File: src/rtl/chip_pkg.sv
// shared constants and types for the codec host register port
package chip_pkg;
  // ==========================================================================
  // direct register addresses (two address pins)
  localparam logic [1:0] ADDR_INDEX  = 2'h0;
  localparam logic [1:0] ADDR_WINDOW = 2'h1;
  localparam logic [1:0] ADDR_STATUS = 2'h2;
  localparam logic [1:0] ADDR_PIO    = 2'h3;
  // ==========================================================================
  // index pointer fields
  localparam int IDX_INIT_BIT  = 7;
  localparam int IDX_MCE_BIT   = 6;
  localparam int IDX_TRD_BIT   = 5;
  localparam int IDX_UPPER_BIT = 4;
  // reset image 010x0000, undefined bit read as zero
  localparam logic [7:0] INDEX_RESET = 8'h40;
  localparam logic [7:0] BUSY_READ   = 8'h80;
  // ==========================================================================
  // status fields
  localparam int STAT_INT_BIT   = 0;
  localparam int STAT_PLAYBACK_READY_BIT  = 1;
  localparam int STAT_PLR_BIT   = 2;
  localparam int STAT_PUL_BIT   = 3;
  localparam logic [7:0] STATUS_RESET = 8'h00;

  typedef struct packed {
    logic [1:0] addr;
    logic [7:0] data;
    logic       wr;
    logic       rd;
  } chip_bus_t;

  typedef struct packed {
    logic [4:0] index;
    logic [7:0] wdata;
    logic       wr;
  } chip_ind_t;
endpackage : chip_pkg

File: src/rtl/chip_regs.sv
// codec host direct register port: index pointer, data window, status
`timescale 1ns/100ps
module chip_regs (
  // clock and reset
  input  wire logic             clk_in,
  input  wire logic             rst_n_in,
  // host parallel bus, already synchronous to clk_in
  input  wire chip_pkg::chip_bus_t bus_in,
  output logic [7:0]            rdata_out,
  // core state
  input  wire logic             busy_in,
  input  wire logic             mode2_in,
  input  wire logic [7:0]       ind_rdata_in,
  input  wire logic             play_roll_in,
  input  wire logic             cap_roll_in,
  input  wire logic             timer_roll_in,
  input  wire logic             src_clear_in,
  input  wire logic             irq_pin_enable_in,
  input  wire logic             playback_format_change_flag_in,
  input  wire logic             capture_format_change_flag_in,
  input  wire logic             play_drq_raw_in,
  input  wire logic             cap_drq_raw_in,
  input  wire logic             sample_taken_in,
  input  wire logic             stereo_in,
  input  wire logic             wide_in,
  // indirect access and derived controls
  output chip_pkg::chip_ind_t   ind_out,
  output logic                  ind_rd_out,
  output logic                  dac_mute_out,
  output logic                  play_fmt_ok_out,
  output logic                  cap_fmt_ok_out,
  output logic                  playback_dma_request_out,
  output logic                  capture_dma_request_out,
  output logic                  irq_out,
  output logic                  pio_wr_out,
  output logic [7:0]            pio_data_out
);
  // ==========================================================================
  // decode
  // one shared compare, so no two direct registers can ever answer together
  function automatic logic addr_hit(input chip_pkg::chip_bus_t bus, input logic [1:0] addr);
    return bus.addr == addr;
  endfunction : addr_hit

  wire logic       hit_idx   = addr_hit(bus_in, chip_pkg::ADDR_INDEX);
  wire logic       hit_win   = addr_hit(bus_in, chip_pkg::ADDR_WINDOW);
  wire logic       hit_stat  = addr_hit(bus_in, chip_pkg::ADDR_STATUS);
  wire logic       hit_pio   = addr_hit(bus_in, chip_pkg::ADDR_PIO);

  // busy refuses everything but the status register, which stays readable
  wire logic       open      = !busy_in;

  wire logic       wr_idx    = bus_in.wr && hit_idx && open;
  wire logic       wr_win    = bus_in.wr && hit_win && open;
  wire logic       wr_stat   = bus_in.wr && hit_stat;
  wire logic       wr_pio    = bus_in.wr && hit_pio && open;
  wire logic       rd_win    = bus_in.rd && hit_win && open;
  wire logic       rd_stat   = bus_in.rd && hit_stat;

  // any of the three counters rolling over raises the shared flag
  wire logic       roll      = play_roll_in || cap_roll_in || timer_roll_in;

  logic [3:0] index_field_q;
  logic       upper_bank_select_q;
  logic       request_gating_q;
  logic       mode_change_flag_q;
  logic       int_q;
  logic       playback_ready_q;
  logic [1:0] pbyte_q;
  logic [7:0] pio_q;

  // ==========================================================================
  // index pointer
  always_ff @(posedge clk_in) begin
    if (!rst_n_in) begin
      index_field_q       <= chip_pkg::INDEX_RESET[3:0];
      upper_bank_select_q <= chip_pkg::INDEX_RESET[chip_pkg::IDX_UPPER_BIT];
      request_gating_q    <= chip_pkg::INDEX_RESET[chip_pkg::IDX_TRD_BIT];
      mode_change_flag_q  <= chip_pkg::INDEX_RESET[chip_pkg::IDX_MCE_BIT];
    end else if (wr_idx) begin
      index_field_q       <= bus_in.data[3:0];
      upper_bank_select_q <= bus_in.data[chip_pkg::IDX_UPPER_BIT];
      request_gating_q    <= bus_in.data[chip_pkg::IDX_TRD_BIT];
      mode_change_flag_q  <= bus_in.data[chip_pkg::IDX_MCE_BIT];
    end
  end

  // upper bank ignored in compatible mode
  wire logic       upper_eff = upper_bank_select_q && mode2_in;
  assign ind_out.index = {upper_eff, index_field_q};
  assign ind_out.wdata = bus_in.data;
  assign ind_out.wr    = wr_win;
  assign ind_rd_out    = rd_win;

  // ==========================================================================
  // interrupt: set wins over clear so no rollover is lost
  always_ff @(posedge clk_in) begin
    if (!rst_n_in) begin
      int_q <= 1'b0;
    end else if (roll) begin
      int_q <= 1'b1;
    end else if (wr_stat || src_clear_in) begin
      int_q <= 1'b0;
    end
  end
  assign irq_out = int_q && irq_pin_enable_in;

  wire logic gate = request_gating_q && int_q;
  assign playback_dma_request_out = play_drq_raw_in && !gate;
  assign capture_dma_request_out  = cap_drq_raw_in && !gate;

  assign dac_mute_out    = mode_change_flag_q;
  assign play_fmt_ok_out = mode_change_flag_q || playback_format_change_flag_in;
  assign cap_fmt_ok_out  = mode_change_flag_q || capture_format_change_flag_in;

  // ==========================================================================
  // programmed-io playback byte tracking; needed bytes = (stereo+1)*(wide+1)
  // last byte index: mono 8-bit 0, stereo 8-bit or mono 16-bit 1, stereo 16-bit 3
  // format inputs are read live, so a format change mid-sample is the host's hazard
  wire logic [1:0] last_byte = {stereo_in && wide_in, stereo_in || wide_in};
  always_ff @(posedge clk_in) begin
    if (!rst_n_in) begin
      playback_ready_q  <= 1'b1;
      pbyte_q <= 2'h0;
      pio_q   <= 8'h00;
    end else if (wr_pio && playback_ready_q) begin
      pio_q   <= bus_in.data;
      pbyte_q <= pbyte_q + 2'h1;
      playback_ready_q  <= (pbyte_q != last_byte);
    end else if (rd_stat && !playback_ready_q && sample_taken_in) begin
      pbyte_q <= 2'h0;
      playback_ready_q  <= 1'b1;
    end
  end
  assign pio_wr_out   = wr_pio && playback_ready_q;
  assign pio_data_out = pio_q;

  // left needed while in first half of the sample
  wire logic plr = stereo_in ? (wide_in ? !pbyte_q[1] : !pbyte_q[0]) : 1'b1;
  wire logic pul = wide_in ? pbyte_q[0] : 1'b1;

  // ==========================================================================
  // register images
  // init bit follows busy directly; nothing the host writes can reach it
  wire logic [7:0] index_image  = {busy_in,
                                   mode_change_flag_q,
                                   request_gating_q,
                                   upper_bank_select_q,
                                   index_field_q};

  // capture half of the status register is not modelled and reads zero
  wire logic [7:0] status_image = {4'h0,
                                   pul,
                                   plr,
                                   playback_ready_q,
                                   int_q};

  // ==========================================================================
  // read mux
  // combinational: data stands in the same cycle as the read strobe
  always_comb begin
    rdata_out = 8'h00;
    if (!open && !hit_stat) begin
      rdata_out = chip_pkg::BUSY_READ;
    end else begin
      unique case (bus_in.addr)
        chip_pkg::ADDR_INDEX: begin
          rdata_out = index_image;
        end
        chip_pkg::ADDR_WINDOW: begin
          rdata_out = ind_rdata_in;
        end
        chip_pkg::ADDR_STATUS: begin
          rdata_out = status_image;
        end
        chip_pkg::ADDR_PIO: begin
          rdata_out = 8'h00;
        end
      endcase
    end
  end
endmodule : chip_regs

File: config.mk
export PLATFORM = sky130hd
export DESIGN_NAME = chip_regs
export DESIGN_NICKNAME = d
export VERILOG_FILES = /design/src/rtl/chip_pkg.sv /design/src/rtl/chip_regs.sv
export SDC_FILE = /design/constraint.sdc
export NUM_CORES = 1
export LEC_CHECK = 0
export BUFFER_PORTS_ARGS = -buffer_cell sky130_fd_sc_hd__clkbuf_2
export CAP_MARGIN = 25
export CORE_MARGIN = 3
export CORE_UTILIZATION = 37
export DETAILED_ROUTE_END_ITERATION = 10
export PLACE_DENSITY_LB_ADDON = 0.15
export RECOVER_POWER = 100
export SLEW_MARGIN = 20
export SYNTH_ARGS = -nofsm -noshare
export SYNTH_HDL_FRONTEND = slang
export SYNTH_SLANG_ARGS = --single-unit
File: constraint.sdc
create_clock -name clk_in -period 0.9 [get_ports clk_in]
set_input_delay 0.045 -clock clk_in [delete_from_list [all_inputs] [get_ports clk_in]]
set_output_delay 0.045 -clock clk_in [all_outputs]
set_load 0.05 [all_outputs]
# Yosys cells after proc, flatten, opt, wreduce, memory -nomap -nowiden

Index checks and enable logic that the tools add are counted.

Flip-flop bits (word level): 19
Latch bits: 0
Bits in writable memories: 0
Bits in read-only memories: 0
Input port bits: 36
Logic and storage cells: 59
Memories: 0

Add/subtract/negate cells: 1
$mul: 0
Divide/modulo/power cells: 0
Magnitude comparators: 0
Eq/ne operators: 4
Shift-type cells: 0
Muxes and demuxes: 11
Bitwise gates (word level): 0
Reduce and logical (&&, ||, !) cells: 35

Operators with widths:

| cell                                                                  | count |
|---|---|
| 8-bit case mux with 4 select lines                                    | 1 |
| 1-bit logical AND                                                     | 20 |
| 8-bit 2-to-1 mux                                                      | 1 |
| 1-bit 2-to-1 mux                                                      | 7 |
| 1-bit zero test                                                       | 6 |
| 1-bit logical OR                                                      | 6 |
| 2-bit equality test, second input constant                            | 2 |
| 2-bit 2-to-1 mux                                                      | 2 |
| 2-bit nonzero test                                                    | 2 |
| 2-bit by 1-bit adder with 2-bit output, second input constant         | 1 |
| 2-bit by 1-bit equality test with 1-bit output, second input constant | 1 |
| 2-bit zero test                                                       | 1 |
| 2-bit inequality test                                                 | 1 |

# Logic depth before layout (Yosys ltp)

Depth in word-level cells: 6
Gate-level depth with buffers: 4
Depth with buffers taken out: 3

# Worst setup path before layout

No wires, ideal clock.

Path kind: register to output
Start: register index_field_q[0]
End: output port rdata_out[0]
Data arrival time: 1.562 ns
Path slack: -0.707 ns
Cell stages (with the launch flop): 3
Buffers on the path: 0
Cell sequence: dfxtp_1 -> mux2i_1 -> o22ai_1

Longest elaborated chain between the ends: 2

Ends and longest elaborated chain:

| item                               | RTL line         | text |
|---|---|---|
| start: declaration                 | chip_regs.sv:63  | `logic [3:0] index_field_q;` |
| start signal: assignment           | chip_regs.sv:76  | `index_field_q <= chip_pkg::INDEX_RESET[3:0];` |
| start signal: assignment           | chip_regs.sv:81  | `index_field_q <= bus_in.data[3:0];` |
| 8-bit case mux with 4 select lines | chip_regs.sv:166 | `unique case (bus_in.addr)` |
| 8-bit 2-to-1 mux                   | chip_regs.sv:163 | `if (!open && !hit_stat) begin` |
| end: declaration                   | chip_regs.sv:9   | `output logic [7:0] rdata_out,` |

Every way passes these cells.

# Final worst setup path

Start: register pbyte_q[0]
End: output port rdata_out[2]

Longest elaborated chain between the ends: 5

Ends and longest elaborated chain:

| item                               | RTL line         | text |
|---|---|---|
| start: declaration                 | chip_regs.sv:69  | `logic [1:0] pbyte_q;` |
| start signal: assignment           | chip_regs.sv:128 | `pbyte_q <= pbyte_q + 2'h1;` |
| 1-bit zero test                    | chip_regs.sv:139 | `wire logic plr = stereo_in ? (wide_in ? !pbyte_q[1] : !pbyte_q[0]) : 1'b1;` |
| 1-bit 2-to-1 mux (2 in series)     | chip_regs.sv:139 |  |
| 8-bit case mux with 4 select lines | chip_regs.sv:166 |  |
| 8-bit 2-to-1 mux                   | chip_regs.sv:163 |  |

Every way passes these cells.

==> results.cfg <==
[floorplan]
die-area_mm2 = 0.003670
core_area_mm2 = 0.002805
initial_utilization = 0.3930
io_pins = 74
chipWidth_um = 60.58
rows = 19
die_h_um = 60.58

[cts]
h-tree-depth = 1
cts_buffers = 3
clkTransAtPathRegs_ns = 0.12
cts_root_buf = clkbuf_4
cts_buffer_depth = 2
tritoncts = yes
cts.sinks = 19
clk_latency_ns = 0.32

[worst_setup_path]
crit_fanout = 2
cp-end-kind = output pin
arrival_ns = 1.30
critPathKind = reg2out
crit_family = flip-flops
crit_path_start_kind = register
cp_num_buf_inv = 1
cp_cell_sequence = mux2i_1 > nor2b_1 > o22ai_4 > buf_12
critPathMaxStageDelay_ns = 0.36
critPathSlowestCell = dfxtp_4
crit_required_ns = 0.85

[drt]
drcViolationCount = 0
first_pass_iters = 4
viasPerCell = 5.786
wl_um = 6287
vias = 1516
wl_per_cell_um = 24.00
ant_nets = 0
drtIter0Drc = 108

[placed_design]
portBuffers = 73
hpwl_um = 2726
dp_cells = 239
gp_congestion = 0.7634

[sta]
slew_headroom = 0.5760
rsz0062_at_grt = true
fin_ws_ns = -0.4449
period_share = 1.494
finalSetupViolCount = 44
worst_pin_slew_ns = 0.6388
hold_ws_ns = -0.001156
slew_viol_final = 0
max_freq_ghz = 0.7436
clock_skew_ns = 0.006661
period_minus_slack_ns = 1.345
final_hold_viol_count = 1

[yosys]
syn_nets = 168
yosys_warnings = 0
synth_top_family_by_area = simple AND/OR/NAND/NOR gates
synthCells = 132
synth_simple_gate_area_frac = 0.2157
ys_ff_latch = 19
synth.distinct_cells = 31
syn_area_mm2 = 0.001102
synthXorXnorAreaFrac = 0.007946
syn_area_per_cell_um2 = 8.351
synth_fa_ha_area_frac = 0
synth_mux_area_frac = 0.1362
yosysSeqAreaShare = 0.3451
synth_compound_area_frac = 0.1771

[worst_hold_path]
hp-class = in2reg

[finish]
final_cell_mix = clkbuf_2, buf_4, buf_6
layout_commonest_cell = clkbuf_2
drive_gt1_frac = 0.7446
area_growth_pct = 130.3
layoutNonFillerInstCount = 262
layout.nets = 268
diodes = 0
fill_cells = 112

[grt]
grt-ovfl-total = 0
grt_first_pass_wirelength_um = 7051
antenna_found_initial = 0
grt_max_degree = 16
track_usage = 0.2647
grt_pass1_vias = 1468

[power]
vdd_ir_drop_max_uv = 951.7
p_leak_nw = 1.048
p_per_area_mw_per_mm2 = 929.7

[run_status]
violations = negative hold slack, negative setup slack
status = finished, violations left

[job]
cap_viol_max_count = 0
[metal layers]
| layer | part of all wire | vias to the layer above | global-route usage |
|---|---|---|---|
| met5 | 0 | - | 0 |
| met4 | 0.048 | 0 | 0.1146 |
| met3 | 0.086 | 28 | 0.05532 |
| met2 | 0.52 | 97 | 0.4824 |
| met1 | 0.35 | 729 | 0.2943 |
| li1 | - | 662 | - |
[final timing paths]
check	from	endpoint	slack (ns)	depth (start not counted)
worst max-delay path	pbyte_q[0]$_SDFFE_PN0P_	rdata_out[2]	-0.44	4
worst min-delay path	bus_in[8]	pio_data_out[6]$_SDFFE_PN0P_	-0.001	3
worst max register to register	pbyte_q[0]$_SDFFE_PN0P_	playback_ready_q$_SDFFE_PN1P_	-0.30	5
worst min register to register	pio_data_out[7]$_SDFFE_PN0P_	pio_data_out[7]$_SDFFE_PN0P_	0.47	2
[report_power, final]
group          total, W  leakage [nW]  internal (W)  switching [W]
clock          0.000483        0.0150      0.000174       0.000309
combinational   0.00101         0.870      0.000442       0.000565
sequential     0.000871         0.163      0.000847      0.0000237
[area by class of cell]
cell class,count,area (um2),share of cell area
Clock buffer,4,26.28,0.01035
Inverter,3,13.76,0.005421
Multi-Input combinational cell,92,913.4,0.3598
Sequential cell,19,421.7,0.1661
Tap cell,31,38.79,0.01528
Timing Repair Buffer,113,1125,0.4431
[per-stage QoR]
| step | power (W) | util | area (um2) | setup TNS [ns] | setup slack [ns] |
|---|---|---|---|---|---|
| 4_1_cts | 0.002194 | 0.8497 | 2384 | -4.498 | -0.3457 |
| 3_5_place_dp | 0.001578 | 0.6236 | 1749 | -5.454 | -0.2702 |
| 6_report | 0.002360 | 0.9050 | 2539 | -5.994 | -0.4449 |
| 3_3_place_gp | 0.001569 | 0.6236 | 1749 | -4.813 | -0.2324 |
| 5_1_grt | 0.002430 | 0.9050 | 2539 | -7.355 | -0.4842 |
| 2_1_floorplan | 0.001353 | - | 1261 | -0.6598 | -0.2248 |
[tightest hold or removal path, cell delays in order]
cell and delay, ns:
clkbuf_2 0.11, nand3_1 0.08, a21oi_1 0.06
[cells by family (layout without fill, tap and decap cells)]
family,count (synthesis),after routing
compound gates,33,33
xor+xnor,1,1
buf+inv,21,120
flops,19,19
mux,15,15
simple gates,43,43
[synthesized netlist by cell type]
cell type	instances	share of area
nand2_1	5	0.017
nor2b_1	5	0.028
xor2_1	1	0.0079
o22ai_1	5	0.028
and4b_1	1	0.0091
nand3_1	8	0.036
nor4_1	1	0.0057
a41o_1	1	0.0091
a211oi_1	1	0.0068
mux2i_1	15	0.14
clkbuf_2	1	0.0045
nor2_1	12	0.041
inv_1	3	0.010
o2111ai_1	1	0.0079
or2_2	3	0.017
or2b_1	1	0.0068
a211o_1	1	0.0079
a21oi_1	9	0.041
buf_4	13	0.089
o22a_1	1	0.0079
buf_2	1	0.0045
nand3_2	1	0.0091
a21boi_0	2	0.014
o21ai_0	12	0.054
and4_1	1	0.0079
nand4b_1	1	0.0079
clkbuf_1	3	0.010
nor3_1	1	0.0045
and2_1	2	0.011
nor4b_2	1	0.014
dfxtp_1	19	0.35
[sequential cells by signal, indices dropped and copies added (netlist names)]
| register | cells |
|---|---|
| dac_mute_out | 1 |
| pbyte_q | 2 |
| int_q | 1 |
| upper_bank_select_q | 1 |
| request_gating_q | 1 |
| pio_data_out | 8 |
| index_field_q | 4 |
| playback_ready_q | 1 |
[repair_timing]
item,CTS,global route
endpoints found under the setup margin,38,47
hold endpoints to repair,4,0
setup buffers,8,9
hold buffers,4,0
gates resized for setup,118,44
pin swaps,29,12
Power figures use the tool's default switching activity.
